<file path="src/oldx_pkg.sv">
package oldx_pkg;
   // ****************************************
   // register offsets
   // ****************************************
   localparam logic [7:0] REG_CTRL = 8'h00;
   localparam logic [7:0] REG_PROC = 8'h04;
   localparam logic [7:0] REG_INIT = 8'h08;
   localparam logic [7:0] REG_CHAN = 8'h0C;
   localparam logic [7:0] REG_TIME = 8'h10;
   localparam logic [7:0] REG_KEEP = 8'h14;
   localparam logic [7:0] REG_STAT = 8'h18;
   localparam logic [7:0] REG_ERRH = 8'h1C;
   localparam logic [7:0] REG_ERRL = 8'h20;
   // ****************************************
   // reset values and limits
   // ****************************************
   localparam logic [5:0] MON_RST = 6'h00;
   localparam logic [5:0] MON_MAX = 6'h32;
   localparam logic [6:0] PER_RST = 7'h01;
   localparam logic [6:0] PER_MIN = 7'h01;
   localparam logic [6:0] PER_MAX = 7'h64;
   localparam logic [7:0] COMM_TO_RST = 8'h00;
   // ****************************************
   // timing
   // ****************************************
   localparam int CLK_MHZ = 100;
   localparam int MS_US = 1000;
   localparam int FULL_US = 500;
   localparam int MS_CYC = MS_US * CLK_MHZ;
   localparam int FULL_CYC = FULL_US * CLK_MHZ;
   localparam logic [16:0] S_MS = 17'h003E8;
   localparam logic [7:0] QTR_MS = 8'hFA;
   localparam logic [2:0] N_PULSE = 3'h4;
   localparam logic [7:0] BLINK_MS = 8'hFA;
   // ****************************************
   // error code bits, high pole / low pole
   // ****************************************
   localparam int EH_TO_LS = 0;
   localparam int EH_TO_SUP = 1;
   localparam int EH_TO_GND = 2;
   localparam int E_OPEN = 3;
   localparam int EL_TO_SUP = 0;
   localparam int EL_TO_GND = 1;
   typedef enum logic [1:0] {
      ST_IDLE = 2'b00,
      ST_FULL = 2'b01,
      ST_RED = 2'b10
   } oldx_state_t;
endpackage

</file>
<file path="src/oldx_top.sv">
`timescale 1ns/1ps
`default_nettype none
module oldx_top
   import oldx_pkg::*;
#(
   parameter int N_CH = 8,
   parameter int MS_CYCLES = MS_CYC,
   parameter int FULL_CYCLES = FULL_CYC
) (
   input wire logic pclk,
   input wire logic presetn,
   input wire logic ce,
   input wire logic psel,
   input wire logic penable,
   input wire logic pwrite,
   input wire logic [7:0] paddr,
   input wire logic [31:0] pwdata,
   output logic [31:0] prdata,
   output logic pready,
   output logic pslverr,
   input wire logic critical_fail,
   input wire logic watchdog_trip,
   input wire logic internal_fault,
   input wire logic [3:0] internal_code,
   input wire logic overload_all,
   input wire logic [N_CH-1:0] overload,
   input wire logic [N_CH-1:0] hs_readback,
   input wire logic [N_CH-1:0] ls_readback,
   input wire logic [N_CH-1:0] load_current,
   input wire logic [N_CH-1:0] load_overcurrent,
   output logic [N_CH-1:0] hs_drive,
   output logic [N_CH-1:0] ls_drive,
   output logic [N_CH-1:0] reduced_voltage,
   output logic [N_CH-1:0] output_led,
   output logic fault_led,
   output logic cycle_stretch
);
   // ****************************************
   // registers
   // ****************************************
   logic line_check_enable_ff;
   logic lamp_mode_ff;
   logic [7:0] comm_to_ff;
   logic [N_CH-1:0] proc_ff;
   logic [N_CH-1:0] init_ff;
   logic [N_CH-1:0] channel_line_check_enable_ff;
   logic [N_CH-1:0] two_pole_ff;
   logic [5:0] mon_ff;
   logic [6:0] per_ff;
   logic [3:0] int_code_ff;
   logic [4*N_CH-1:0] err_hs_ff;
   logic [4*N_CH-1:0] err_ls_ff;
   logic [4*N_CH-1:0] pend_hs_ff;
   logic [4*N_CH-1:0] pend_ls_ff;
   logic [31:0] prdata_ff;
   logic pslverr_ff;
   logic wr;
   logic setup;
   logic [31:0] wd;
   logic [5:0] wmon;
   logic [6:0] wper;

   assign setup = psel & ~penable;
   assign wr = psel & penable & pwrite;
   assign wd = pwdata;
   assign pready = 1'b1;
   assign prdata = prdata_ff;
   assign pslverr = pslverr_ff;

   // out-of-range settings saturate instead of faulting the bus
   always_comb begin
      wmon = wd[5:0];
      if (wd[5:0] > MON_MAX) begin
         wmon = MON_MAX;
      end
      wper = wd[22:16];
      if (wd[22:16] < PER_MIN) begin
         wper = PER_MIN;
      end else if (wd[22:16] > PER_MAX) begin
         wper = PER_MAX;
      end
   end

   always_ff @(posedge pclk or negedge presetn) begin
      if (!presetn) begin
         line_check_enable_ff <= 1'b0;
         lamp_mode_ff <= 1'b0;
         comm_to_ff <= COMM_TO_RST;
         proc_ff <= '0;
         init_ff <= '0;
         channel_line_check_enable_ff <= '0;
         two_pole_ff <= '0;
         mon_ff <= MON_RST;
         per_ff <= PER_RST;
      end else if (ce && wr) begin
         case (paddr)
            REG_CTRL: begin
               line_check_enable_ff <= wd[0];
               lamp_mode_ff <= wd[1];
               comm_to_ff <= wd[15:8];
            end
            REG_PROC: begin
               proc_ff <= wd[N_CH-1:0];
            end
            REG_INIT: begin
               init_ff <= wd[N_CH-1:0];
            end
            REG_CHAN: begin
               channel_line_check_enable_ff <= wd[N_CH-1:0];
               two_pole_ff <= wd[N_CH+7:8];
            end
            REG_TIME: begin
               mon_ff <= wmon;
               per_ff <= wper;
            end
            default: begin
            end
         endcase
      end
   end

   // ****************************************
   // millisecond tick and communication watch
   // ****************************************
   logic [31:0] ms_cnt_ff;
   logic tick;
   logic [7:0] comm_cnt_ff;
   logic comm_lost_ff;
   logic keep;

   assign tick = (ms_cnt_ff == 32'(MS_CYCLES - 1));
   assign keep = wr && (paddr == REG_KEEP);

   always_ff @(posedge pclk or negedge presetn) begin
      if (!presetn) begin
         ms_cnt_ff <= '0;
      end else if (ce) begin
         ms_cnt_ff <= tick ? '0 : ms_cnt_ff + 32'h00000001;
      end
   end

   // a zero timeout disables the watch; any keep-alive write revives it
   always_ff @(posedge pclk or negedge presetn) begin
      if (!presetn) begin
         comm_cnt_ff <= '0;
         comm_lost_ff <= 1'b0;
      end else if (ce) begin
         // expiry wins over a keep-alive in the same cycle
         if (comm_to_ff == 8'h00) begin
            comm_cnt_ff <= '0;
            comm_lost_ff <= 1'b0;
         end else if (tick && !comm_lost_ff && (comm_cnt_ff + 8'h01 >= comm_to_ff)) begin
            comm_cnt_ff <= comm_cnt_ff + 8'h01;
            comm_lost_ff <= 1'b1;
         end else if (keep) begin
            comm_cnt_ff <= '0;
            comm_lost_ff <= 1'b0;
         end else if (tick && !comm_lost_ff) begin
            comm_cnt_ff <= comm_cnt_ff + 8'h01;
         end
      end
   end

   // ****************************************
   // test period and pulse schedule
   // ****************************************
   oldx_state_t st_ff;
   logic [16:0] per_ms_ff;
   logic [16:0] per_len;
   logic per_end;
   logic [7:0] q_ms_ff;
   logic [2:0] pulses_ff;
   logic [31:0] full_cnt_ff;
   logic [5:0] red_ms_ff;
   logic start;
   logic any_diag;
   logic [N_CH-1:0] diag;

   assign diag = {N_CH{line_check_enable_ff}} & channel_line_check_enable_ff & two_pole_ff;
   assign any_diag = |diag;
   assign per_len = 17'(per_ff * S_MS);
   // shortening the period mid-run must not skip the period end
   assign per_end = tick && (per_ms_ff >= per_len - 17'h00001);
   // zero monitor time means no pulse at all
   assign start = tick && (q_ms_ff == 8'h00) && (pulses_ff < N_PULSE)
                  && (st_ff == ST_IDLE) && any_diag && (mon_ff != 6'h00);

   always_ff @(posedge pclk or negedge presetn) begin
      if (!presetn) begin
         per_ms_ff <= '0;
         q_ms_ff <= '0;
         pulses_ff <= '0;
      end else if (ce && tick) begin
         if (per_end) begin
            per_ms_ff <= '0;
            q_ms_ff <= '0;
            pulses_ff <= '0;
         end else begin
            per_ms_ff <= per_ms_ff + 17'h00001;
            q_ms_ff <= (q_ms_ff == QTR_MS - 8'h01) ? 8'h00 : q_ms_ff + 8'h01;
            if (q_ms_ff == 8'h00 && pulses_ff < N_PULSE) begin
               pulses_ff <= pulses_ff + 3'h1;
            end
         end
      end
   end

   always_ff @(posedge pclk or negedge presetn) begin
      if (!presetn) begin
         st_ff <= ST_IDLE;
         full_cnt_ff <= '0;
         red_ms_ff <= '0;
      end else if (ce) begin
         case (st_ff)
            ST_IDLE: begin
               full_cnt_ff <= '0;
               red_ms_ff <= '0;
               if (start) begin
                  st_ff <= lamp_mode_ff ? ST_FULL : ST_RED;
               end
            end
            ST_FULL: begin
               full_cnt_ff <= full_cnt_ff + 32'h00000001;
               if (full_cnt_ff == 32'(FULL_CYCLES - 1)) begin
                  st_ff <= ST_RED;
               end
            end
            ST_RED: begin
               if (tick) begin
                  red_ms_ff <= red_ms_ff + 6'h01;
                  if (red_ms_ff + 6'h01 >= mon_ff) begin
                     st_ff <= ST_IDLE;
                  end
               end
            end
            default: begin
               st_ff <= ST_IDLE;
            end
         endcase
      end
   end

   // ****************************************
   // per-channel diagnosis and output drive
   // ****************************************
   logic [4*N_CH-1:0] new_hs;
   logic [4*N_CH-1:0] new_ls;
   logic [N_CH-1:0] ch_bad;
   logic [N_CH-1:0] eff_val;
   logic [N_CH-1:0] out_val_ff;
   logic [N_CH-1:0] hs_ff;
   logic [N_CH-1:0] ls_ff;
   logic [N_CH-1:0] red_ff;
   logic all_off;
   logic samp_red;

   assign all_off = critical_fail | watchdog_trip | internal_fault | overload_all;
   assign eff_val = comm_lost_ff ? init_ff : proc_ff;
   assign samp_red = (st_ff == ST_RED) && tick;

   genvar g;
   generate
      for (g = 0; g < N_CH; g++) begin : g_ch
         logic on_pulse;
         logic idle_chk;
         assign on_pulse = diag[g] && (st_ff != ST_IDLE);
         // idle probe only when the channel sits switched off
         assign idle_chk = diag[g] && tick && (st_ff == ST_IDLE) && !out_val_ff[g];
         always_comb begin
            new_hs[4*g+3:4*g] = 4'h0;
            new_ls[4*g+3:4*g] = 4'h0;
            if (diag[g] && samp_red) begin
               new_hs[4*g+EH_TO_LS] = load_overcurrent[g];
               new_hs[4*g+EH_TO_GND] = !hs_readback[g];
               new_hs[4*g+E_OPEN] = hs_readback[g] && !load_current[g];
               new_ls[4*g+E_OPEN] = hs_readback[g] && !load_current[g];
               new_ls[4*g+EL_TO_SUP] = ls_readback[g];
            end
            if (idle_chk) begin
               new_hs[4*g+EH_TO_SUP] = hs_readback[g];
               new_ls[4*g+EL_TO_GND] = !ls_readback[g];
            end
         end
         assign ch_bad[g] = (|err_hs_ff[4*g+3:4*g]) | (|err_ls_ff[4*g+3:4*g]);
         always_ff @(posedge pclk or negedge presetn) begin
            if (!presetn) begin
               out_val_ff[g] <= 1'b0;
            end else if (ce) begin
               if (on_pulse) begin
                  if (samp_red && new_hs[4*g+3:4*g] == 4'h0 && new_ls[4*g+3:4*g] == 4'h0) begin
                     out_val_ff[g] <= eff_val[g];
                  end
               end else begin
                  out_val_ff[g] <= eff_val[g];
               end
            end
         end
         // safe state opens both switches; overload clears by itself
         always_ff @(posedge pclk or negedge presetn) begin
            if (!presetn) begin
               hs_ff[g] <= 1'b0;
               ls_ff[g] <= 1'b0;
               red_ff[g] <= 1'b0;
            end else if (ce) begin
               // faulty channel still takes the reduced probe, else its code never clears
               if (all_off || overload[g] || (ch_bad[g] && !(diag[g] && st_ff == ST_RED))) begin
                  hs_ff[g] <= 1'b0;
                  ls_ff[g] <= 1'b0;
                  red_ff[g] <= 1'b0;
               end else begin
                  hs_ff[g] <= on_pulse | out_val_ff[g];
                  ls_ff[g] <= on_pulse | out_val_ff[g];
                  red_ff[g] <= diag[g] && (st_ff == ST_RED);
               end
            end
         end
      end
   endgenerate

   assign hs_drive = hs_ff;
   assign ls_drive = ls_ff;
   assign reduced_voltage = red_ff;
   assign output_led = hs_ff & ls_ff;
   assign cycle_stretch = (st_ff != ST_IDLE);

   // ****************************************
   // error codes per pole
   // ****************************************
   // new faults always land, even in the closing cycle
   always_ff @(posedge pclk or negedge presetn) begin
      if (!presetn) begin
         err_hs_ff <= '0;
         err_ls_ff <= '0;
         pend_hs_ff <= '0;
         pend_ls_ff <= '0;
      end else if (ce) begin
         if (per_end) begin
            err_hs_ff <= pend_hs_ff | new_hs;
            err_ls_ff <= pend_ls_ff | new_ls;
            pend_hs_ff <= '0;
            pend_ls_ff <= '0;
         end else begin
            err_hs_ff <= err_hs_ff | new_hs;
            err_ls_ff <= err_ls_ff | new_ls;
            pend_hs_ff <= pend_hs_ff | new_hs;
            pend_ls_ff <= pend_ls_ff | new_ls;
         end
      end
   end

   always_ff @(posedge pclk or negedge presetn) begin
      if (!presetn) begin
         int_code_ff <= 4'h0;
      end else if (ce && internal_fault) begin
         int_code_ff <= internal_code;
      end
   end

   // ****************************************
   // fault indicator
   // ****************************************
   logic any_fault;
   logic [7:0] blink_cnt_ff;
   logic blink_ff;

   assign any_fault = (|ch_bad) | internal_fault | critical_fail | watchdog_trip;

   always_ff @(posedge pclk or negedge presetn) begin
      if (!presetn) begin
         blink_cnt_ff <= '0;
         blink_ff <= 1'b0;
      end else if (ce) begin
         if (!any_fault) begin
            blink_cnt_ff <= '0;
            blink_ff <= 1'b0;
         end else if (tick) begin
            if (blink_cnt_ff == BLINK_MS - 8'h01) begin
               blink_cnt_ff <= '0;
               blink_ff <= ~blink_ff;
            end else begin
               blink_cnt_ff <= blink_cnt_ff + 8'h01;
            end
         end
      end
   end

   // led starts lit at the first fault, then toggles every 250 ms
   assign fault_led = any_fault & ~blink_ff;

   // ****************************************
   // read path
   // ****************************************
   logic [31:0] rd;
   logic hit;

   always_comb begin
      rd = 32'h00000000;
      hit = 1'b1;
      case (paddr)
         REG_CTRL: begin
            rd = {16'h0000, comm_to_ff, 6'h00, lamp_mode_ff, line_check_enable_ff};
         end
         REG_PROC: begin
            rd[N_CH-1:0] = proc_ff;
         end
         REG_INIT: begin
            rd[N_CH-1:0] = init_ff;
         end
         REG_CHAN: begin
            rd[N_CH-1:0] = channel_line_check_enable_ff;
            rd[N_CH+7:8] = two_pole_ff;
         end
         REG_TIME: begin
            rd[5:0] = mon_ff;
            rd[22:16] = per_ff;
         end
         REG_KEEP: begin
            rd = 32'h00000000;
         end
         REG_STAT: begin
            rd[N_CH-1:0] = output_led;
            rd[8] = comm_lost_ff;
            rd[9] = internal_fault;
            rd[10] = critical_fail | watchdog_trip;
            rd[11] = overload_all | (|overload);
            rd[12] = cycle_stretch;
            rd[19:16] = int_code_ff;
         end
         REG_ERRH: begin
            rd[4*N_CH-1:0] = err_hs_ff;
         end
         REG_ERRL: begin
            rd[4*N_CH-1:0] = err_ls_ff;
         end
         default: begin
            hit = 1'b0;
         end
      endcase
   end

   // data latched in setup so the access phase answers at once
   always_ff @(posedge pclk or negedge presetn) begin
      if (!presetn) begin
         prdata_ff <= '0;
         pslverr_ff <= 1'b0;
      end else if (ce && setup) begin
         prdata_ff <= pwrite ? 32'h00000000 : rd;
         pslverr_ff <= ~hit;
      end
   end
endmodule
`default_nettype wire

</file>
<file path="config.mk">
export PLATFORM = sky130hd
export DESIGN_NAME = oldx_top
export DESIGN_NICKNAME = d
export VERILOG_FILES = /design/src/oldx_pkg.sv /design/src/oldx_top.sv
export SDC_FILE = /design/constraint.sdc
export NUM_CORES = 1
export LEC_CHECK = 0
export ABC_AREA = 1
export BUFFER_PORTS_ARGS = -buffer_cell sky130_fd_sc_hd__buf_2
export CAP_MARGIN = 20
export CORE_UTILIZATION = 55
export DETAILED_ROUTE_END_ITERATION = 10
export GPL_TIMING_DRIVEN = 0
export PLACE_DENSITY_LB_ADDON = 0.05
export SYNTH_ARGS = -nofsm -noshare
export SYNTH_HDL_FRONTEND = slang
export SYNTH_SLANG_ARGS = --single-unit
</file>
<file path="constraint.sdc">
create_clock -name pclk -period 6.9 [get_ports pclk]
set_input_delay 0.345 -clock pclk [delete_from_list [all_inputs] [get_ports pclk]]
set_output_delay 0.345 -clock pclk [all_outputs]
set_load 0.03 [all_outputs]
</file>
==> results.sh <==
export IMPL_rsz0062_at_grt="no"
export IMPL_path_common_cell="nand2_1"
export IMPL_cts_sinks=347
export IMPL_r2r_slack_ns=0.36
export IMPL_synth_ff_type="dfrtp_1"
export IMPL_portBuffers=151
export IMPL_netlist_area_um2=20740
export IMPL_viasPerCell=5.815
export IMPL_overflow=0
export IMPL_dr_pass1_iters=6
export IMPL_diodes=0
export IMPL_start_kind="flop"
export IMPL_grt_max_degree=116
export IMPL_grt_pass1_vias=18710
export IMPL_max_freq_ghz=0.1530
export IMPL_slew_headroom_pct=29.04
export IMPL_crit_fanout=10
export IMPL_mostFrequentLayoutCells="626 x nand2_1, 399 x inv_1, 346 x dfrtp_1"
export IMPL_io_pins=162
export IMPL_fill_cells=3313
export IMPL_power_density_nw_per_um2=208.7
export IMPL_synth_warnings=0
export IMPL_cts_buffer_depth=3
export IMPL_post_cts_buffers=0
export IMPL_arrival_ns=7.04
export IMPL_clk_pin_slew_ns=0.06
export IMPL_max_cap_violations=0
export IMPL_syn_num_nets=2878
export IMPL_crit_required_ns=7.40
export IMPL_rr_startpoint="per_ff[0]"
export IMPL_multi_input_area_um2=9967
export IMPL_tightest_slew_ns=1.064
export IMPL_ant_nets=0
export IMPL_clk_latency_ns=0.57
export IMPL_synth_xor_area_share_pct=3.041
export IMPL_cts_made_buffers=40
export IMPL_layout_drive_gt1_share_pct=11.28
export IMPL_synthMuxAreaShare_pct=0.05431
export IMPL_die_h_um=196.2
export IMPL_synth_seq_cells=347
export IMPL_clock_skew_ns=0.03322
export IMPL_status="finished clean"
export IMPL_fin_nets=3075
export IMPL_rr_endpoint="pend_ls_ff[25]"
export IMPL_reg2regPathDepth=26
export IMPL_p_sw_share_pct=27.56
export IMPL_grt_pass1_wl_mm=107.2
export IMPL_design_core_area_um2=36870
export IMPL_finalHoldViolCount=0
export IMPL_holdCritStartpoint="internal_code[3]"
export IMPL_power_share_clock_pct=44.7
export IMPL_final_common_cell="nand2_1"
export IMPL_remaining_drc_errors=0
export IMPL_gp_congestion=0.9861
export IMPL_synth_compound_gate_area_share_pct=9.479
export IMPL_synth_simple_gate_area_share_pct=29.27
export IMPL_setup_viol=0
export IMPL_finalPower_mw=4.919
export IMPL_holdPathStages=2
export IMPL_pwr_share_comb_pct=12.1
export IMPL_synthArstFlopShare_pct=100.0
export IMPL_avgSynthCellArea_um2=7.703
export IMPL_area_delta_synth_final_pct=13.65
export IMPL_slowest_stage="dfstp_2"
export IMPL_cts_htree_levels=2
export IMPL_dieArea_um2=38480
export IMPL_antenna_found_initial=0
export IMPL_synth_cell_types=55
export IMPL_die_x_um=196.2
export IMPL_maxSlewViolCount=0
export IMPL_synthAdderAreaFrac_pct=6.203
export IMPL_total_switching_power_mw=1.356
export IMPL_dpl_worst_slack_ns=0.2025
export IMPL_cts_tree="built"
export IMPL_seq_power_share_pct=43.2
export IMPL_post_route_period_util_pct=94.72
export IMPL_seq_area_um2=8685
export IMPL_critPathKind="reg2reg"
export IMPL_finalWorstSetupSlack_ns=0.3645
export IMPL_vdd_drop_max_mv=0.2017
export IMPL_hold_end="int_code_ff[3]"
export IMPL_ys_seq_area_share_pct=41.88
export IMPL_dp_hpwl_mm=53.31
export IMPL_synth_top_family_by_area="simple AND/OR/NAND/NOR gates"
export IMPL_drtIter0Drc=2114
export IMPL_period_needed_ns=6.536
export IMPL_leakage_nw=12.07
export IMPL_intPower_mw=3.563
export IMPL_wl_per_cell_um=20.23
export IMPL_start_util_pct=56.24
export IMPL_vias=19890
export IMPL_endpoint_kind="flop"
export IMPL_synth_edff_count=0
export IMPL_drt_total_wl_mm=69.20
export IMPL_rows=70
export IMPL_max_stage_delay_ns=0.63
export IMPL_hold_path_class="in2reg"
export IMPL_clk_root_buffer_cell="clkbuf_16"
export IMPL_syn_inst=2692
export IMPL_grtUsageTotal_pct=36.45
-- registers in the layout, summed over array words and instances, names as in the netlist, 17 cells and up --
| register | count |
|---|---|
| pend_ls_ff | 24 |
| pend_hs_ff | 32 |
| err_ls_ff | 25 |
| full_cnt_ff | 32 |
| prdata | 32 |
| per_ms_ff | 17 |
| err_hs_ff | 32 |
| ms_cnt_ff | 32 |
-- metal layers --
| layer | track usage [%] | part of all wire (%) |
|---|---|---|
| met1 | 50.73 | 42 |
| met3 | 5.845 | 9.4 |
| met2 | 56.97 | 44 |
| met4 | 14.58 | 4.3 |
| met5 | 0 | 0 |
-- per-stage QoR --
stage | hold WS (ns) | setup TNS [ns] | cell area (µm²) | utilization (%) | std cells
finish | 0.02780 | 0 | 23570 | 63.92 | 3421
global placement | 0.4640 | -489.56 | 22120 | 60.00 | 3347
global route | 0.03014 | 0 | 23570 | 63.92 | 3421
detailed placement | 0.3418 | 0 | 22220 | 60.25 | 3350
floorplan | 0.04941 | 0 | 20740 | - | 2692
CTS | 0.02001 | 0 | 23570 | 63.91 | 3421
-- critical path: cells and delay by family, from the launching register on --
kind	cells	cell delay, ns
fa+ha+maj	6	2.70
xor+xnor	1	0.28
flops	1	0.63
buf+inv	5	0.83
simple gates	10	1.42
compound gates	4	0.64
-- Yosys cell counts (all sizes together) (2+ instances only) --
master | number | area share [%]
a22o | 12 | 0.51
o2111ai | 4 | 0.17
o31ai | 16 | 0.58
ha | 74 | 4.5
xor2 | 60 | 2.5
o211ai | 12 | 0.43
nand2 | 628 | 11
nor2 | 195 | 3.9
clkinv | 4 | 0.072
o21a | 3 | 0.11
nand3b | 22 | 0.80
a31oi | 3 | 0.091
a211oi | 6 | 0.22
fa | 18 | 1.7
a21oi | 52 | 1.3
inv | 406 | 7.3
nor4 | 15 | 0.48
dfrtp | 346 | 42
nor3 | 88 | 2.4
a21o | 3 | 0.11
xnor2 | 12 | 0.51
nand4 | 156 | 4.7
clkbuf | 51 | 0.92
o22ai | 18 | 0.54
nand3 | 197 | 4.9
o41ai | 2 | 0.084
or2 | 15 | 0.45
o21ai | 204 | 4.9
a221oi | 5 | 0.21
buf | 49 | 1.7
nor3b | 5 | 0.18
-- cell type report --
cell class                 instances  area share, %
sequential                       347          36.85
buffer                           100          2.325
clock inverter                    12         0.6318
multi-input combinational       1835          42.29
timing repair buffer             155          3.642
inverter                         410          6.530
tap                              504          2.676
clock buffer                      58          5.054
-- worst max-delay path by stage --
stage	start	to	slack [ns]	cells past startpoint
3_5_place_dp	per_ff[0]	err_hs_ff[14]	0.20	26
5_1_grt	per_ff[0]	pend_hs_ff[22]	0.004	26
6_report	per_ff[0]	pend_ls_ff[25]	0.36	26
4_1_cts	per_ff[0]	err_hs_ff[18]	0.17	26
2_1_floorplan	per_ff[0]	err_hs_ff[27]	1.33	27
3_3_place_gp	presetn	prdata[31]	-1.45	1
-- what timing repair did --
item	4_1_cts	5_1_grt
hold buffers	1	0
setup endpoints to repair	0	81
hold endpoints to repair	63	0
gates resized for setup	0	6
-- power groups by stage --
stage	Clock, mW	Combinational, mW	Sequential, mW
3_5_place_dp	0	0.583	2.16
2_1_floorplan	0	0.357	2.15
6_report	2.20	0.595	2.12
4_1_cts	2.21	0.587	2.12
5_1_grt	2.29	0.658	2.13
3_3_place_gp	0	0.565	2.16
-- cells by family (layout without fill, tap and decap cells) --
| kind of cell | Yosys count | in the layout |
|---|---|---|
| adders and majority gates | 92 | 92 |
| and+or+nand+nor | 1323 | 1323 |
| xor gates and xnor gates | 72 | 72 |
| DFF | 347 | 347 |
| buffers and inverters | 510 | 735 |
| muxes | 1 | 1 |
| other | 1 | 1 |
| AOI/OAI and AO/OA | 346 | 346 |
Power figures use the tool's default switching activity.
